[config.mk]
export PLATFORM = sky130hd
export DESIGN_NAME = smcc_core
export DESIGN_NICKNAME = d
export VERILOG_FILES = /design/src/verilog/smcc_core.v
export VERILOG_INCLUDE_DIRS = /design/src /design/src/verilog
export SDC_FILE = /design/constraint.sdc
export NUM_CORES = 1
export LEC_CHECK = 0
export ABC_AREA = 1
export BUFFER_PORTS_ARGS = -buffer_cell sky130_fd_sc_hd__buf_2
export CAP_MARGIN = 20
export CELL_PAD_IN_SITES_DETAIL_PLACEMENT = 1
export CELL_PAD_IN_SITES_GLOBAL_PLACEMENT = 1
export CORE_MARGIN = 3
export CORE_UTILIZATION = 36
export DETAILED_ROUTE_END_ITERATION = 6
export GPL_TIMING_DRIVEN = 0
export PLACE_DENSITY = 0.72
export SETUP_SLACK_MARGIN = 0.5
export SLEW_MARGIN = 20
export SYNTH_ARGS = -nofsm -noshare
export SYNTH_HDL_FRONTEND = slang
export SYNTH_SLANG_ARGS = --single-unit
[constraint.sdc]
create_clock -name sys_clk_i -period 2.7 [get_ports sys_clk_i]
set_input_delay 0.54 -clock sys_clk_i [delete_from_list [all_inputs] [get_ports sys_clk_i]]
set_output_delay 0.54 -clock sys_clk_i [all_outputs]
set_load 0.01 [all_outputs]
[src/verilog/smcc_defs.vh]
// Function
// - Interface works only while interface_on is set; it watches SCL and SDA.
// - slave_mute suppresses slave interrupts; master interrupts still happen.
// - Busy bit sets during transfers, clears on STOP or idle timeout.
// - SCL-low watch holds Timer 3 reload while SCL high; split mode: high byte.
// - Idle detect frees the bus after SCL and SDA high over 10 ticks.
// - bit_clock_select picks Timer 0, Timer 1, Timer 2 high or low overflow.
// - sda_timing_stretch chooses normal or extended SDA setup and hold.
// - Extended: setup 11, hold 12 system clocks; normal hold 3 clocks.
// - Writing begin_cond_flag makes us master, START when free; not auto-cleared.
// - halt_cond_flag in master mode sends STOP after the next acknowledge cycle.
// - Both flags set in master mode give STOP then START.
// - Begin flag reports START seen or generated; halt flag STOP seen as slave, cleared after a sent STOP.
// - Top control bits show master and sending state of the transfer.
// - contention_lost sets on lost arbitration, clears when SI is cleared.
// - SI sets at a generated START, at a STOP seen as slave, per byte, on lost arbitration.
// - While SI is set in S_WAIT SCL is held low; lost arbitration and slave STOP set SI with SCL released.
// - Without auto ack, ack_needed sets on each received byte.
// - Software writes ACK before clearing SI, else a NACK goes out.
// - A written ACK value shows on SDA at once; SCL stays low.
// - When sending, the ACK bit holds the last received acknowledge.
// - Software NACK of own address ignores slave events until next START.
// - Auto ack matches addresses and sends ACK bit; ack_needed unused.
// - Auto NACKed address ignores slave events until START, no interrupt.
// - Muted slave NACKs all addresses, effective from the next START.
// - Master SCL low and high phases last at least one tick period.
`ifndef SMCC_DEFS_VH
`define SMCC_DEFS_VH
`define SMCC_CTL_ADDR     8'hc0
`define SMCC_CFG_ADDR     8'hc1
`define SMCC_DAT_ADDR     8'hc2
`define SMCC_ADM_ADDR     8'hc3
`define SMCC_OWN_ADDR     8'hc4
`define SMCC_CFG_RESET    8'h00
`define SMCC_CFG_ON       7
`define SMCC_CFG_MUTE     6
`define SMCC_CFG_BUSY     5
`define SMCC_CFG_STRETCH  4
`define SMCC_CFG_WATCH    3
`define SMCC_CFG_IDLE     2
`define SMCC_CTL_BEGIN    5
`define SMCC_CTL_HALT     4
`define SMCC_CTL_ACK      1
`define SMCC_CTL_SI       0
`define SMCC_HOLD_STD     5'h03
`define SMCC_HOLD_EXT     5'h0c
`define SMCC_SETUP_STD    5'h01
`define SMCC_SETUP_EXT    5'h0b
`define SMCC_FREE_TICKS   4'ha
`define SMCC_PHASE_TICKS  2'h2
`endif

[src/verilog/smcc_core.v]
`timescale 1ns/100ps
`include "smcc_defs.vh"

// ------------------------------------------------
// Receive byte buffer
// ------------------------------------------------
module smcc_fifo #(
  parameter WIDTH = 8,
  parameter DEPTH = 8,
  parameter AW    = 3
) (
  input  wire             sys_clk_i,
  input  wire             rstn_i,
  input  wire             in_valid_i,
  output wire             in_ready_o,
  input  wire [WIDTH-1:0] in_data_i,
  output wire             out_valid_o,
  input  wire             out_ready_i,
  output wire [WIDTH-1:0] out_data_o
);
  reg [WIDTH-1:0] mem [0:DEPTH-1];
  reg [AW:0]      wp_reg;
  reg [AW:0]      rp_reg;
  wire            full;
  wire            empty;

  assign full        = (wp_reg[AW] != rp_reg[AW]) && (wp_reg[AW-1:0] == rp_reg[AW-1:0]);
  assign empty       = (wp_reg == rp_reg);
  assign in_ready_o  = ~full;
  assign out_valid_o = ~empty;
  assign out_data_o  = mem[rp_reg[AW-1:0]];

  always @(posedge sys_clk_i) begin
    if (in_valid_i && !full) begin
      mem[wp_reg[AW-1:0]] <= in_data_i;
    end
  end

  always @(posedge sys_clk_i or negedge rstn_i) begin
    if (!rstn_i) begin
      wp_reg <= {(AW+1){1'b0}};
      rp_reg <= {(AW+1){1'b0}};
    end else begin
      if (in_valid_i && !full) begin
        wp_reg <= wp_reg + 1'b1;
      end
      if (out_ready_i && !empty) begin
        rp_reg <= rp_reg + 1'b1;
      end
    end
  end
endmodule

// ------------------------------------------------
// Two-wire bus configuration and control core
// ------------------------------------------------
module smcc_core (
  input  wire       sys_clk_i,
  input  wire       rstn_i,
  input  wire [7:0] sfr_addr_i,
  input  wire       sfr_wr_i,
  input  wire       sfr_rd_i,
  input  wire [7:0] sfr_wdata_i,
  output reg  [7:0] sfr_rdata_o,
  input  wire       t0_ovf_i,
  input  wire       t1_ovf_i,
  input  wire       t2h_ovf_i,
  input  wire       t2l_ovf_i,
  input  wire       t3_split_i,
  output wire       t3_reload_hi_o,
  output wire       t3_reload_lo_o,
  output wire       bus_irq_o,
  input  wire       scl_i,
  output wire       scl_o,
  output wire       scl_oe_o,
  input  wire       sda_i,
  output wire       sda_o,
  output wire       sda_oe_o
);
  localparam S_IDLE  = 6'h01;
  localparam S_START = 6'h02;
  localparam S_LOW   = 6'h04;
  localparam S_HIGH  = 6'h08;
  localparam S_STOP  = 6'h10;
  localparam S_WAIT  = 6'h20;

  // ------------------------------------------------
  // State
  // ------------------------------------------------
  reg [7:0] cfg_reg;
  reg       busy_reg;
  reg       master_reg;
  reg       tx_reg;
  reg       begin_reg;
  reg       halt_reg;
  reg       ack_needed_reg;
  reg       lost_reg;
  reg       ack_reg;
  reg       si_reg;
  reg       auto_reg;
  reg [7:0] own_reg;
  reg [5:0] state_reg;
  reg [1:0] ph_reg;
  reg [4:0] cnt_reg;
  reg [1:0] tcnt_reg;
  reg [3:0] fcnt_reg;
  reg [3:0] bit_reg;
  reg [7:0] shreg_reg;
  reg       addr_ph_reg;
  reg       addr_ok_reg;
  reg       rw_reg;
  reg       ignore_reg;
  reg       mute_eff_reg;
  reg       pend_push_reg;
  reg       scl_pull_reg;
  reg       sda_pull_reg;
  reg [2:0] scl_sync_reg;
  reg [2:0] sda_sync_reg;
  reg       tick;

  wire       on       = cfg_reg[`SMCC_CFG_ON];
  wire       stretch  = cfg_reg[`SMCC_CFG_STRETCH];
  wire [4:0] hold     = stretch ? `SMCC_HOLD_EXT : `SMCC_HOLD_STD;
  wire [4:0] hs       = hold + (stretch ? `SMCC_SETUP_EXT : `SMCC_SETUP_STD);
  wire       scl_hi   = scl_sync_reg[1];
  wire       sda_hi   = sda_sync_reg[1];
  wire       scl_rise = scl_sync_reg[1] & ~scl_sync_reg[2];
  wire       scl_fall = ~scl_sync_reg[1] & scl_sync_reg[2];
  wire       both_hi  = scl_sync_reg[1] & scl_sync_reg[2];
  wire       start_det = both_hi & ~sda_sync_reg[1] & sda_sync_reg[2];
  wire       stop_det  = both_hi & sda_sync_reg[1] & ~sda_sync_reg[2];
  wire       slot     = (bit_reg == 4'h8);
  wire       ticks_ok = (tcnt_reg >= `SMCC_PHASE_TICKS);
  wire       match    = (shreg_reg[6:0] == own_reg[7:1]);
  wire       slave_rx_addr = addr_ph_reg & ~master_reg & ~tx_reg;
  wire       no_slave = slave_rx_addr & (mute_eff_reg | (auto_reg & ~match));
  wire       ack_send = ~ignore_reg & ~(addr_ph_reg & mute_eff_reg) &
                        ((slave_rx_addr & auto_reg) ? addr_ok_reg : ack_reg);
  wire       drive_low = slot ? (~tx_reg & ack_send) : (tx_reg & ~shreg_reg[7]);
  wire       bit_end  = master_reg ? (scl_hi & ticks_ok) : scl_fall;
  wire       wr_ctl   = sfr_wr_i && (sfr_addr_i == `SMCC_CTL_ADDR);
  wire       rd_dat   = sfr_rd_i && (sfr_addr_i == `SMCC_DAT_ADDR);
  wire       fifo_in_ready;
  wire       fifo_out_valid;
  wire [7:0] fifo_out_data;

  // ------------------------------------------------
  // Tick select and pin outputs
  // ------------------------------------------------
  always @* begin
    case (cfg_reg[1:0])
      2'h0:    tick = t0_ovf_i;
      2'h1:    tick = t1_ovf_i;
      2'h2:    tick = t2h_ovf_i;
      default: tick = t2l_ovf_i;
    endcase
  end

  // Split mode keeps the low byte free for other users
  assign t3_reload_hi_o = on & cfg_reg[`SMCC_CFG_WATCH] & scl_hi;
  assign t3_reload_lo_o = t3_reload_hi_o & ~t3_split_i;
  assign bus_irq_o      = si_reg;
  assign scl_o          = 1'b0;
  assign sda_o          = 1'b0;
  assign scl_oe_o       = on & scl_pull_reg;
  assign sda_oe_o       = on & sda_pull_reg;

  smcc_fifo #(
    .WIDTH (8),
    .DEPTH (8),
    .AW    (3)
  ) u_rx_fifo (
    .sys_clk_i   (sys_clk_i),
    .rstn_i      (rstn_i),
    .in_valid_i  (pend_push_reg),
    .in_ready_o  (fifo_in_ready),
    .in_data_i   (shreg_reg),
    .out_valid_o (fifo_out_valid),
    .out_ready_i (rd_dat),
    .out_data_o  (fifo_out_data)
  );

  // ------------------------------------------------
  // Registers and bus engine
  // ------------------------------------------------
  always @(posedge sys_clk_i or negedge rstn_i) begin
    if (!rstn_i) begin
      cfg_reg        <= `SMCC_CFG_RESET;
      busy_reg       <= 1'b0;
      master_reg     <= 1'b0;
      tx_reg         <= 1'b0;
      begin_reg      <= 1'b0;
      halt_reg       <= 1'b0;
      ack_needed_reg <= 1'b0;
      lost_reg       <= 1'b0;
      ack_reg        <= 1'b0;
      si_reg         <= 1'b0;
      auto_reg       <= 1'b0;
      own_reg        <= 8'h00;
      state_reg      <= S_IDLE;
      ph_reg         <= 2'h0;
      cnt_reg        <= 5'h00;
      tcnt_reg       <= 2'h0;
      fcnt_reg       <= 4'h0;
      bit_reg        <= 4'h0;
      shreg_reg      <= 8'h00;
      addr_ph_reg    <= 1'b0;
      addr_ok_reg    <= 1'b0;
      rw_reg         <= 1'b0;
      ignore_reg     <= 1'b0;
      mute_eff_reg   <= 1'b0;
      pend_push_reg  <= 1'b0;
      scl_pull_reg   <= 1'b0;
      sda_pull_reg   <= 1'b0;
      scl_sync_reg   <= 3'h7;
      sda_sync_reg   <= 3'h7;
      sfr_rdata_o    <= 8'h00;
    end else begin
      scl_sync_reg <= {scl_sync_reg[1:0], scl_i};
      sda_sync_reg <= {sda_sync_reg[1:0], sda_i};
      // Register writes first so hardware sets below win
      if (sfr_wr_i && sfr_addr_i == `SMCC_CFG_ADDR) begin
        cfg_reg <= {sfr_wdata_i[7:6], 1'b0, sfr_wdata_i[4:0]};
      end
      if (wr_ctl) begin
        begin_reg <= sfr_wdata_i[`SMCC_CTL_BEGIN];
        halt_reg  <= sfr_wdata_i[`SMCC_CTL_HALT];
        ack_reg   <= sfr_wdata_i[`SMCC_CTL_ACK];
        si_reg    <= sfr_wdata_i[`SMCC_CTL_SI];
        if (si_reg && !sfr_wdata_i[`SMCC_CTL_SI]) begin
          lost_reg       <= 1'b0;
          ack_needed_reg <= 1'b0;
        end
      end
      if (sfr_wr_i && sfr_addr_i == `SMCC_DAT_ADDR) begin
        shreg_reg <= sfr_wdata_i;
      end
      if (sfr_wr_i && sfr_addr_i == `SMCC_ADM_ADDR) begin
        auto_reg <= sfr_wdata_i[0];
      end
      if (sfr_wr_i && sfr_addr_i == `SMCC_OWN_ADDR) begin
        own_reg <= sfr_wdata_i;
      end
      if (sfr_rd_i) begin
        case (sfr_addr_i)
          `SMCC_CFG_ADDR: sfr_rdata_o <= {cfg_reg[7:6], busy_reg, cfg_reg[4:0]};
          `SMCC_CTL_ADDR: sfr_rdata_o <= {master_reg, tx_reg, begin_reg, halt_reg,
                                         ack_needed_reg, lost_reg, ack_reg, si_reg};
          `SMCC_DAT_ADDR: sfr_rdata_o <= fifo_out_valid ? fifo_out_data : 8'h00;
          `SMCC_ADM_ADDR: sfr_rdata_o <= {7'h00, auto_reg};
          `SMCC_OWN_ADDR: sfr_rdata_o <= own_reg;
          default:        sfr_rdata_o <= 8'h00;
        endcase
      end
      if (pend_push_reg && fifo_in_ready) begin
        pend_push_reg <= 1'b0;
      end
      if (cnt_reg != 5'h1f) begin
        cnt_reg <= cnt_reg + 5'h01;
      end
      if (tick && !ticks_ok) begin
        tcnt_reg <= tcnt_reg + 2'h1;
      end
      // Idle detect: more than ten ticks with both lines high
      if (cfg_reg[`SMCC_CFG_IDLE] && scl_hi && sda_hi) begin
        if (tick && fcnt_reg != 4'hf) begin
          fcnt_reg <= fcnt_reg + 4'h1;
        end
        if (fcnt_reg > `SMCC_FREE_TICKS) begin
          busy_reg <= 1'b0;
        end
      end else begin
        fcnt_reg <= 4'h0;
      end
      if (stop_det) begin
        busy_reg <= 1'b0;
        if (!master_reg && (state_reg & (S_LOW | S_HIGH | S_WAIT)) != 6'h00) begin
          halt_reg  <= 1'b1;
          si_reg    <= ~ignore_reg & ~mute_eff_reg;
          state_reg <= S_IDLE;
          scl_pull_reg <= 1'b0;
          sda_pull_reg <= 1'b0;
        end
      end
      // Mute is sampled at START so a running transfer keeps its interrupts
      if (start_det && !master_reg && state_reg != S_START && state_reg != S_STOP) begin
        busy_reg     <= 1'b1;
        begin_reg    <= 1'b1;
        mute_eff_reg <= cfg_reg[`SMCC_CFG_MUTE];
        ignore_reg   <= 1'b0;
        addr_ph_reg  <= 1'b1;
        tx_reg       <= 1'b0;
        bit_reg      <= 4'h0;
        cnt_reg      <= 5'h00;
        sda_pull_reg <= 1'b0;
        scl_pull_reg <= 1'b0;
        state_reg    <= S_LOW;
      end else begin
        case (state_reg)
          S_IDLE: begin
            if (begin_reg && !busy_reg && !si_reg) begin
              state_reg <= S_START;
              ph_reg    <= 2'h0;
              cnt_reg   <= 5'h00;
              tcnt_reg  <= 2'h0;
            end
          end
          S_START: begin
            case (ph_reg)
              2'h0: begin
                if (cnt_reg == hold) begin
                  sda_pull_reg <= 1'b0;
                end
                if (cnt_reg >= hs && ticks_ok) begin
                  scl_pull_reg <= 1'b0;
                  ph_reg       <= 2'h1;
                  tcnt_reg     <= 2'h0;
                end
              end
              2'h1: begin
                if (!scl_hi) begin
                  tcnt_reg <= 2'h0;
                end else if (ticks_ok) begin
                  sda_pull_reg <= 1'b1;
                  ph_reg       <= 2'h2;
                  tcnt_reg     <= 2'h0;
                end
              end
              default: begin
                if (ticks_ok) begin
                  scl_pull_reg <= 1'b1;
                  master_reg   <= 1'b1;
                  tx_reg       <= 1'b1;
                  begin_reg    <= 1'b1;
                  busy_reg     <= 1'b1;
                  si_reg       <= 1'b1;
                  addr_ph_reg  <= 1'b1;
                  bit_reg      <= 4'h0;
                  state_reg    <= S_WAIT;
                end
              end
            endcase
          end
          S_WAIT: begin
            scl_pull_reg <= 1'b1;
            if (ack_needed_reg) begin
              sda_pull_reg <= ack_reg & ~ignore_reg;
            end
            if (!si_reg) begin
              cnt_reg  <= 5'h00;
              tcnt_reg <= 2'h0;
              ph_reg   <= 2'h0;
              if (slot) begin
                if (slave_rx_addr && !ack_reg) begin
                  ignore_reg <= 1'b1;
                end
                state_reg <= S_LOW;
              end else if (master_reg && halt_reg) begin
                state_reg <= S_STOP;
              end else if (master_reg && begin_reg && !addr_ph_reg) begin
                state_reg <= S_START;
              end else begin
                state_reg <= S_LOW;
              end
            end
          end
          S_LOW: begin
            // A full receive buffer stretches SCL until a byte is read
            scl_pull_reg <= master_reg | pend_push_reg;
            if (cnt_reg == hold) begin
              sda_pull_reg <= drive_low;
            end
            if (!pend_push_reg && (master_reg ? (cnt_reg >= hs && ticks_ok) : scl_rise)) begin
              scl_pull_reg <= 1'b0;
              tcnt_reg     <= 2'h0;
              state_reg    <= S_HIGH;
            end
          end
          S_HIGH: begin
            if (master_reg && !scl_hi) begin
              tcnt_reg <= 2'h0;
            end
            if (bit_end) begin
              state_reg    <= S_LOW;
              cnt_reg      <= 5'h00;
              tcnt_reg     <= 2'h0;
              scl_pull_reg <= master_reg;
              if (!slot) begin
                shreg_reg <= {shreg_reg[6:0], sda_hi};
                bit_reg   <= bit_reg + 4'h1;
                if (tx_reg && !sda_pull_reg && !sda_hi) begin
                  lost_reg     <= 1'b1;
                  si_reg       <= 1'b1;
                  master_reg   <= 1'b0;
                  tx_reg       <= 1'b0;
                  scl_pull_reg <= 1'b0;
                  sda_pull_reg <= 1'b0;
                  state_reg    <= S_IDLE;
                end else if (bit_reg == 4'h7) begin
                  if (addr_ph_reg) begin
                    rw_reg <= tx_reg ? ~sda_pull_reg : sda_hi;
                  end
                  if (!tx_reg) begin
                    pend_push_reg <= ~no_slave;
                    addr_ok_reg   <= match;
                    if (no_slave) begin
                      ignore_reg <= 1'b1;
                    end else if (!auto_reg) begin
                      si_reg         <= 1'b1;
                      ack_needed_reg <= 1'b1;
                      ack_reg        <= 1'b0;
                      scl_pull_reg   <= 1'b1;
                      state_reg      <= S_WAIT;
                    end
                  end
                end
              end else begin
                bit_reg <= 4'h0;
                if (tx_reg) begin
                  ack_reg <= ~sda_hi;
                end
                if (addr_ph_reg) begin
                  addr_ph_reg <= 1'b0;
                  tx_reg      <= master_reg ? ~rw_reg : rw_reg;
                end
                if (!master_reg && ignore_reg) begin
                  scl_pull_reg <= 1'b0;
                  state_reg    <= S_IDLE;
                end else if (tx_reg || auto_reg) begin
                  si_reg       <= 1'b1;
                  scl_pull_reg <= 1'b1;
                  state_reg    <= S_WAIT;
                end else if (master_reg && halt_reg) begin
                  ph_reg    <= 2'h0;
                  state_reg <= S_STOP;
                end
              end
            end
          end
          S_STOP: begin
            if (ph_reg == 2'h0) begin
              scl_pull_reg <= 1'b1;
              if (cnt_reg == hold) begin
                sda_pull_reg <= 1'b1;
              end
              if (cnt_reg >= hs && ticks_ok) begin
                scl_pull_reg <= 1'b0;
                ph_reg       <= 2'h1;
                tcnt_reg     <= 2'h0;
              end
            end else if (!scl_hi) begin
              tcnt_reg <= 2'h0;
            end else if (ticks_ok) begin
              sda_pull_reg <= 1'b0;
              master_reg   <= 1'b0;
              tx_reg       <= 1'b0;
              halt_reg     <= 1'b0;
              ph_reg       <= 2'h0;
              cnt_reg      <= 5'h00;
              tcnt_reg     <= 2'h0;
              state_reg    <= begin_reg ? S_START : S_IDLE;
            end
          end
          default: begin
            state_reg <= S_IDLE;
          end
        endcase
      end
      if (!on) begin
        state_reg    <= S_IDLE;
        master_reg   <= 1'b0;
        tx_reg       <= 1'b0;
        busy_reg     <= 1'b0;
        scl_pull_reg <= 1'b0;
        sda_pull_reg <= 1'b0;
        addr_ph_reg  <= 1'b0;
        ignore_reg   <= 1'b0;
      end
    end
  end
endmodule

=== After elaboration in Yosys (flattened, before gate mapping) ===
Memory sizes are Yosys's and may differ from the RTL's.
Index checks and enable logic that the tools add are counted.

* ROM bits: 0
* Logic and storage cells: 455
* Output and inout port bits: 15
* Input port bits: 27
* Bits in writable memories: 64
* Flip-flop bits (word level): 86
* Latch bits: 0
* Memories: 1

{| class="wikitable"
|+ Memories
! memory !! depth !! width !! read ports !! clocked after Yosys merged registers in !! wr ports !! line !! text
|-
| u_rx_fifo.mem || 8 || 8 || 1 || 0 || 1 || smcc_core.v:21 || <nowiki>reg [WIDTH-1:0] mem [0:DEPTH-1];</nowiki>
|}

* Mux-type cells: 236
* Multiply operators: 0
* Bitwise gates (word level): 46
* Order comparisons: 3
* Div/mod/pow operators: 0
* Add/subtract/negate cells: 7
* Reduce and logical (&&, ||, !) cells: 59
* Equality and inequality tests: 71
* Shifts and indexed selects: 0

{| class="wikitable"
|+ Operators with widths
! cell !! number
|-
| 1-bit 2-to-1 mux || 145
|-
| 6-bit 2-to-1 mux || 21
|-
| 4-bit inequality test, second input constant || 16
|-
| 5-bit 2-to-1 mux || 11
|-
| 2-bit 2-to-1 mux || 25
|-
| 8-bit 2-to-1 mux || 6
|-
| 3-bit inequality test, second input constant || 16
|-
| 8-bit == test, second input constant || 5
|-
| 8-bit case mux with 5 select lines || 1
|-
| 4-bit 2-to-1 mux || 9
|-
| 6-bit case mux with 6 select lines || 1
|-
| 1-bit logical AND || 31
|-
| 1-bit bitwise AND || 25
|-
| 5-bit case mux with 4 select lines || 1
|-
| 10-bit AND reduction || 2
|-
| 1-bit inverter || 19
|-
| 4-bit by 1-bit adder with 4-bit output, second input constant || 4
|-
| 2-bit inequality test, second input constant || 8
|-
| 5-bit inequality test, second input constant || 3
|-
| 14-bit AND reduction || 1
|-
| 7-bit AND reduction || 2
|-
| 1-bit logical NOT || 13
|-
| 4-bit by 1-bit inequality test with 1-bit output, second input constant || 3
|-
| 2-bit case mux with 6 select lines || 1
|-
| 42 further kinds || 53
|}

=== Longest topological paths before layout ===
Gate-level depths: netlist (run 1).

* Depth after elaboration: 14
* Depth in mapped cells: 16
* Depth with buffers taken out: 16

=== By module ===
Synthesis (run 1) repeated with hierarchy kept, for this count alone.

* Cells, all modules: 979
* Area, all modules: 8,150.3 µm²

{| class="wikitable"
|+ Modules (own cells, without submodules)
! module !! area an instance (µm²) !! instances !! seq. area each (µm²) !! cells an instance
|-
| smcc_core || 5,094.9 || 1 || 1,960.6 || 714
|-
| smcc_fifo || 3,055.4 || 1 || 2,122.0 || 265
|}

=== Least setup slack after synthesis (run 1) ===
Ideal clock, no wire load.

* Kind: flip-flop to flip-flop
* Start: register u_rx_fifo.rp_reg[0]
* End: memory u_rx_fifo.mem[0][0] (enable)
* Setup time: 0.370 ns
* Setup slack: 0.796 ns
* Buffers on the path: 1
* Stages on the path, launching flop included: 8
* Data required time: 2.330 ns
* Data arrival time: 1.533 ns
* Period minus slack after synthesis: 1.904 ns
* Cells stage by stage: dfrtp_1 -> buf_2 -> xor2_1 -> a21oi_1 -> nand3_1 -> nand2_1 -> or2_2 -> nor2_1

* Cells in the longest elaborated chain, start to end: 6

{| class="wikitable"
|+ Ends and longest elaborated chain
! what !! line !! text
|-
| start, declared || smcc_core.v:23 || <nowiki>reg [AW:0] rp_reg;</nowiki>
|-
| start signal, assigned || smcc_core.v:42 || <nowiki>rp_reg <= {(AW+1){1'b0}};</nowiki>
|-
| start signal, assigned || smcc_core.v:48 || <nowiki>rp_reg <= rp_reg + 1'b1;</nowiki>
|-
| 3-bit == test || smcc_core.v:27 || <nowiki>assign full = (wp_reg[AW] != rp_reg[AW]) && (wp_reg[AW-1:0] == rp_reg[AW-1:0]);</nowiki>
|-
| 1-bit logical AND || smcc_core.v:27 ||
|-
| 1-bit logical NOT || smcc_core.v:34 || <nowiki>if (in_valid_i && !full) begin</nowiki>
|-
| 1-bit logical AND || smcc_core.v:34 ||
|-
| 1-bit 2-to-1 mux || smcc_core.v:34 ||
|-
| 1-bit 2-to-1 mux (not written as such) || smcc_core.v:35 || <nowiki>mem[wp_reg[AW-1:0]] <= in_data_i;</nowiki>
|-
| end, declared || smcc_core.v:21 ||
|}

Every way passes these cells.

=== Worst setup path after layout (run 1) ===
* Start: register scl_sync_reg[1]
* End: output t3_reload_lo_o

* Cells in the longest elaborated chain, start to end: 2

{| class="wikitable"
|+ Ends and longest elaborated chain
! what !! line !! text
|-
| start, declared || smcc_core.v:117 || <nowiki>reg [2:0] scl_sync_reg;</nowiki>
|-
| start signal, assigned || smcc_core.v:219 || <nowiki>scl_sync_reg <= {scl_sync_reg[1:0], scl_i};</nowiki>
|-
| 1-bit bitwise AND || smcc_core.v:160 || <nowiki>assign t3_reload_hi_o = on & cfg_reg[`SMCC_CFG_WATCH] & scl_hi;</nowiki>
|-
| 1-bit bitwise AND || smcc_core.v:161 || <nowiki>assign t3_reload_lo_o = t3_reload_hi_o & ~t3_split_i;</nowiki>
|-
| end, declared || smcc_core.v:71 || <nowiki>output wire t3_reload_lo_o,</nowiki>
|}

Every way passes these cells.

==> flow_summary.json, run 1 <==
{
  "status": "complete, no violations",
  "p_seq_share_pct": 44.3,
  "final_util_pct": 43.57,
  "vdd_drop_max_v": 0.0004324,
  "setup_violations": 0,
  "drive_gt1_share_pct": 18.28,
  "combPwrFrac_pct": 14.0,
  "crit_arrival_ns": 1.71,
  "period_minus_slack_ns": 2.249,
  "area_growth_pct": 17.85,
  "clk_path_buf_depth": 2,
  "antenna_left": 0,
  "post_dp_cell_area_mm2": 0.008726,
  "min_path_type": "in -> reg",
  "netlist_top_cells_area": "dfrtp_1, edfxtp_1, nand2_1",
  "grt_pass1_vias": 7495,
  "clkTransAtPathRegs_ns": 0.07,
  "ys_ff_latch": 150,
  "drc_errors": 0,
  "cts.sinks": 150,
  "maxSlewViolCount": 0,
  "fmax_ghz": 0.4446,
  "nNetsFinal": 1097,
  "stdcell_count": 1352,
  "slew_headroom_pct": 49.90,
  "antennaDiodeCount": 0,
  "worst_clock_skew_ns": 0.02004,
  "p_switching_mw": 1.883,
  "die_h_um": 156.4,
  "synthArstFlopShare_pct": 57.33,
  "portBuffers": 39,
  "synth_area_mm2": 0.008143,
  "seq_area_frac_synth_pct": 50.14,
  "vias": 7255,
  "htreeDepth": 4,
  "critPathMaxFanout": 5,
  "fill_cells": 2671,
  "yosysWarningCount": 0,
  "io_pins": 42,
  "yosys.area_share.simple_pct": 26.72,
  "p_int_mw": 4.051,
  "synth_ff_type": "dfrtp_1",
  "dp_cells": 1304,
  "routed_via_density": 5.366,
  "grt_pass1_wl_mm": 41.73,
  "worst_slew_pin_slew_ns": 0.7471,
  "hold_violations": 0,
  "cp.required_ns": 2.16,
  "clockRootBuffer": "clkbuf_16",
  "largest_register_ffs": 64,
  "placementRows": 54,
  "p_leak_nw": 4.282,
  "place_congestion": 0.9423,
  "firstDrtPassIters": 5,
  "synth.distinct_cells": 49,
  "final_area_mm2": 0.009597,
  "die-area_mm2": 0.02446,
  "rsz0062_at_grt": "true",
  "cts_buffers": 17,
  "dp_hpwl_mm": 19.21,
  "syn_area_per_cell_um2": 8.284,
  "grt_max_degree": 67,
  "routed_wl_mm": 26.56,
  "fin_tns_setup_ns": 0,
  "overflow": 0,
  "die_x_um": 156.4,
  "grt_usage_pct": 22.03,
  "synth_compound_area_share_pct": 12.55,
  "synth_area_leader_cell": "dfrtp_1",
  "met3_usage_pct": 3.429,
  "path_cells": "clkinvlp_4, nor4_2, buf_2",
  "pwr_density_cell_mw_per_mm2": 618.3,
  "synth_edf_count": 64,
  "layout_setup_ws_ns": 0.4507,
  "multiInputGateArea_mm2": 0.003552,
  "drt_iter0_drc": 444,
  "synth_cells": 983,
  "pre_cts_slack_ns": 0.2677,
  "busiest_layer": "met2",
  "crit_path_top_delay_cell": "dfstp_2",
  "switching_share_pct": 31.73,
  "hold_ws_ns": 0.2028,
  "initial_utilization_pct": 36.97,
  "synth.area.mux_share_pct": 0.1383,
  "endpoint_kind": "output pin",
  "max_stage_delay_ns": 0.62,
  "fin_crit_sh_pct": 83.31,
  "power_mw": 5.933,
  "synth_xor_area_share_pct": 1.183,
  "synthAdderAreaFrac_pct": 1.690,
  "clock_latency_ns": 0.44,
  "grtUsageMet1_pct": 29.71,
  "worstSetupPathType": "reg -> out",
  "coreArea_mm2": 0.02203,
  "wire_per_inst_um": 19.64,
  "clkPwrFrac_pct": 41.7,
  "yosysTopAreaCellShare_pct": 24.28,
  "drv_cap": 0,
  "synth_top_family_by_area": "simple AND/OR/NAND/NOR gates",
  "use_met2_pct": 37.34,
  "cp-start-kind": "flip-flop",
  "seq_area_mm2": 0.004085,
  "antenna_found_initial": 0,
  "cts_tree": "built"
}
repair_timing:
| action | 4_1_cts | 5_1_grt |
|---|---|---|
| resized for setup | 12 | 30 |
| buffers inserted | 4 | 11 |
| endpoints found under the hold margin | 17 | 0 |
| pin swaps | 0 | 6 |
| setup endpoints to repair | 75 | 86 |
| hold buffers | 1 | 0 |
final timing paths:
check	from	to	slack, ns	depth (start not counted)
hold / removal	scl_i	scl_sync_reg[0]	0.20	1
max in group asynchronous	rstn_i	sda_sync_reg[1]	1.52	3
setup / recovery	scl_sync_reg[1]	t3_reload_lo_o	0.45	3
min in group asynchronous	rstn_i	cnt_reg[2]	0.52	2
hold reg to reg	scl_sync_reg[0]	scl_sync_reg[1]	0.36	0
setup reg to reg	u_rx_fifo.rp_reg[1]	u_rx_fifo.mem[0][6]	0.47	8
layout by cell type (no fill, tap or decap), types with 4 or more instances in the layout:
cell	count
nand3_1	40
o211ai_1	8
nor2_1	102
clkinv_8	7
ha_1	11
dfstp_2	7
clkbuf_16	17
inv_2	12
o2111ai_1	6
o21ai_0	84
o21ai_1	21
clkbuf_1	6
a21oi_1	25
inv_1	107
inv_8	4
nand4_1	17
nand2_2	14
o22ai_1	21
buf_6	5
nor2_2	8
nor3_1	13
dfrtp_1	77
nand2_1	247
nor3_2	6
buf_2	45
o21ai_2	4
a21oi_2	4
xor2_1	10
nor2_4	14
buf_4	17
edfxtp_1	64
layout make-up:
type | instances | area share, %
clock buffers | 17 | 4.433
well taps | 280 | 3.651
flip-flops and latches | 150 | 42.57
plain buffers | 24 | 1.617
repair buffers | 56 | 3.794
inverters | 123 | 4.902
clock inverters | 15 | 2.021
multi-input cells | 687 | 37.01
kinds of logic after synthesis:
family / after synthesis
buffers and inverters: 147
adders and majority gates: 11
xor gates and xnor gates: 11
muxes: 1
other: 1
AOI/OAI and AO/OA: 182
and+or+nand+nor: 480
DFF: 150
critical path, delay by kind of cell (launching register included):
kind / cells / cell delay [ns]
flops: 1 / 0.62
buf+inv: 2 / 0.37
simple gates: 1 / 0.28
per-layer routing:
layer,wire (um),share of wire (%)
met2,13070,49
met1,12110,46
met3,1062,4.0
met4,312,1.2
met5,0,0
Yosys cell counts (9+ instances only):
| library cell | instances |
|---|---|
| edfxtp_1 | 64 |
| a21oi_1 | 27 |
| ha_1 | 11 |
| inv_1 | 112 |
| nor2_1 | 113 |
| dfrtp_1 | 79 |
| nand4_1 | 17 |
| nand3_1 | 40 |
| nor3_1 | 14 |
| o21ai_0 | 84 |
| clkbuf_1 | 10 |
| xor2_1 | 10 |
| o21ai_1 | 21 |
| inv_2 | 9 |
| nand2_2 | 11 |
| o22ai_1 | 21 |
| nand2_1 | 250 |
power by group through the flow:
stage / logic, mW / registers [mW] / clock network (mW)
after floorplan: 0.547 / 2.62 / 0
after global placement: 0.765 / 2.66 / 0
after detailed placement: 0.796 / 2.67 / 0
after CTS: 0.817 / 2.63 / 2.51
after global routing: 0.948 / 2.64 / 2.62
final: 0.830 / 2.63 / 2.48
Power figures use the tool's default switching activity.
==> run 2, diff against run 1 <==
clock period = 2.3 ns   (was 2.7 ns; I/O delays follow)
==> flow_summary.json, run 2 (same netlist as run 1, synthesis figures left out) <==
{
  "status": "complete, no violations",
  "initial_utilization_pct": 36.97,
  "worst_slew_pin_slew_ns": 0.6788,
  "period_minus_slack_ns": 2.189,
  "mostFrequentLayoutCells": "nand2_1, inv_1, nor2_1, dfrtp_1",
  "nNetsFinal": 1150,
  "max_stage_delay_ns": 0.61,
  "place_congestion": 0.9232,
  "hold_violations": 0,
  "crit_family": "simple AND/OR/NAND/NOR gates",
  "crit_arrival_ns": 2.52,
  "r2r-start": "scl_sync_reg[1]",
  "grtUsageMet1_pct": 30.97,
  "drv_cap": 0,
  "vias": 7665,
  "setup_violations": 0,
  "clockRootBuffer": "clkbuf_16",
  "worst_clock_skew_ns": 0.01195,
  "area_growth_pct": 30.47,
  "hold_ws_ns": 0.1196,
  "vdd_drop_max_v": 0.0004901,
  "power_mw": 7.140,
  "met3_usage_pct": 3.402,
  "wire_per_inst_um": 20.79,
  "p_leak_nw": 4.681,
  "worstSetupPathType": "reg -> reg",
  "antenna_left": 0,
  "coreArea_mm2": 0.02203,
  "stdcell_count": 1405,
  "endpoint_kind": "flip-flop",
  "reg2reg_slack_ns": 0.11,
  "clock_latency_ns": 0.43,
  "dp_cells": 1304,
  "worst-path-stages": 13,
  "hold_depth": 1,
  "path_buf_inv": 6,
  "grt_usage_pct": 23.77,
  "firstDrtPassIters": 5,
  "use_met2_pct": 41.37,
  "grt_pass1_vias": 8041,
  "drive_gt1_share_pct": 28.98,
  "busiest_layer": "met2",
  "cts_tree": "built",
  "io_pins": 42,
  "placementRows": 54,
  "grt_pass1_wl_mm": 44.87,
  "routed_wl_mm": 29.21,
  "rsz0062_at_grt": "true",
  "cts_buffers": 17,
  "critPathMaxFanout": 3,
  "htreeDepth": 4,
  "largest_register_ffs": 64,
  "maxSlewViolCount": 0,
  "portBuffers": 39,
  "holdCritStartpoint": "scl_i",
  "dp_hpwl_mm": 19.10,
  "rr_worst_depth": 13,
  "fin_crit_sh_pct": 95.16,
  "reg2reg_to": "state_reg[2]",
  "clkTransAtPathRegs_ns": 0.07,
  "cp.required_ns": 2.63,
  "min_path_type": "in -> reg",
  "drc_errors": 0,
  "overflow": 0,
  "cts.sinks": 150,
  "die_x_um": 156.4,
  "die-area_mm2": 0.02446,
  "slew_headroom_pct": 54.74,
  "fmax_ghz": 0.4569,
  "drt_iter0_drc": 481,
  "die_h_um": 156.4,
  "clk_path_buf_depth": 2,
  "pwr_density_cell_mw_per_mm2": 672.1,
  "cp-start-kind": "flip-flop",
  "grt_max_degree": 62,
  "antenna_found_initial": 0,
  "hold_end": "scl_sync_reg[0]",
  "mostFrequentLayoutCell": "nand2_1",
  "antennaDiodeCount": 0,
  "crit_path_top_delay_cell": "dfstp_2",
  "path_cells": "buf_4, buf_6, nand2_1, inv_2, buf_4, nand2_2, nor2_4, buf_6, o21ai_0, nand3_1, nand4_1, nand2_1, inv_1",
  "routed_via_density": 5.456
}
-- run 2: layer usage --
metal / up-vias / wire length, um
met4: 0 / 773
met2: 237 / 14640
met5: - / 0
li1: 3520 / -
met3: 55 / 1287
met1: 3853 / 12500
-- run 2: power by group --
group          internal (mW)  switching [mW]  leakage (nW)
clock network           1.56            1.33         0.297
logic                  0.445           0.712          2.75
registers               2.92           0.169          1.64
-- run 2: worst max-delay path by stage --
| stage | slack [ns] | end | start |
|---|---|---|---|
| after floorplan | 0.40 | u_rx_fifo.mem[0][0] | u_rx_fifo.rp_reg[0] |
| after global placement | -0.14 | fcnt_reg[0] | rstn_i |
| after detailed placement | -0.17 | u_rx_fifo.mem[4][1] | u_rx_fifo.rp_reg[1] |
| after CTS | 0.16 | t3_reload_lo_o | scl_sync_reg[1] |
| after global routing | 0.07 | state_reg[2] | scl_sync_reg[1] |
| final | 0.11 | state_reg[2] | scl_sync_reg[1] |
-- run 2: final cells by class --
class                   instances  area [um2]
fillers                      2578       11400
flip-flops and latches        150        4089
multi-input cells             687        3901
repair buffers                109       942.2
inverters                     123       484.2
clock buffers                  17       425.4
well taps                     280       350.3
plain buffers                  24       244.0
clock inverters                15       187.7
-- run 2: timing repair --
action	CTS	global route
pin swaps	31	42
buffers inserted	56	9
hold buffers	1	0
resized for setup	104	95
hold endpoints to repair	20	0
cloned	2	1
endpoints found under the setup margin	125	124
-- run 2: worst reg2reg max path, stage by stage, from the launching register on --
cell and delay (ns):
dfstp_2 0.61, buf_4 0.14, buf_6 0.09, nand2_1 0.06, inv_2 0.10, buf_4 0.13, nand2_2 0.08, nor2_4 0.22
buf_6 0.13, o21ai_0 0.08, nand3_1 0.14, nand4_1 0.16, nand2_1 0.09, inv_1 0.04
-- run 2: metrics by stage --
step | worst slack [ns] | area (um2) | TNS, ns | util (%)
after floorplan | 0.3964 | 8149 | 0 | -
after global placement | -0.1375 | 8695 | -12.30 | 39.47
after detailed placement | -0.1715 | 8728 | -4.459 | 39.63
after CTS | 0.1569 | 10280 | 0 | 46.66
after global routing | 0.06867 | 10620 | 0 | 48.23
final | 0.1114 | 10620 | 0 | 48.23
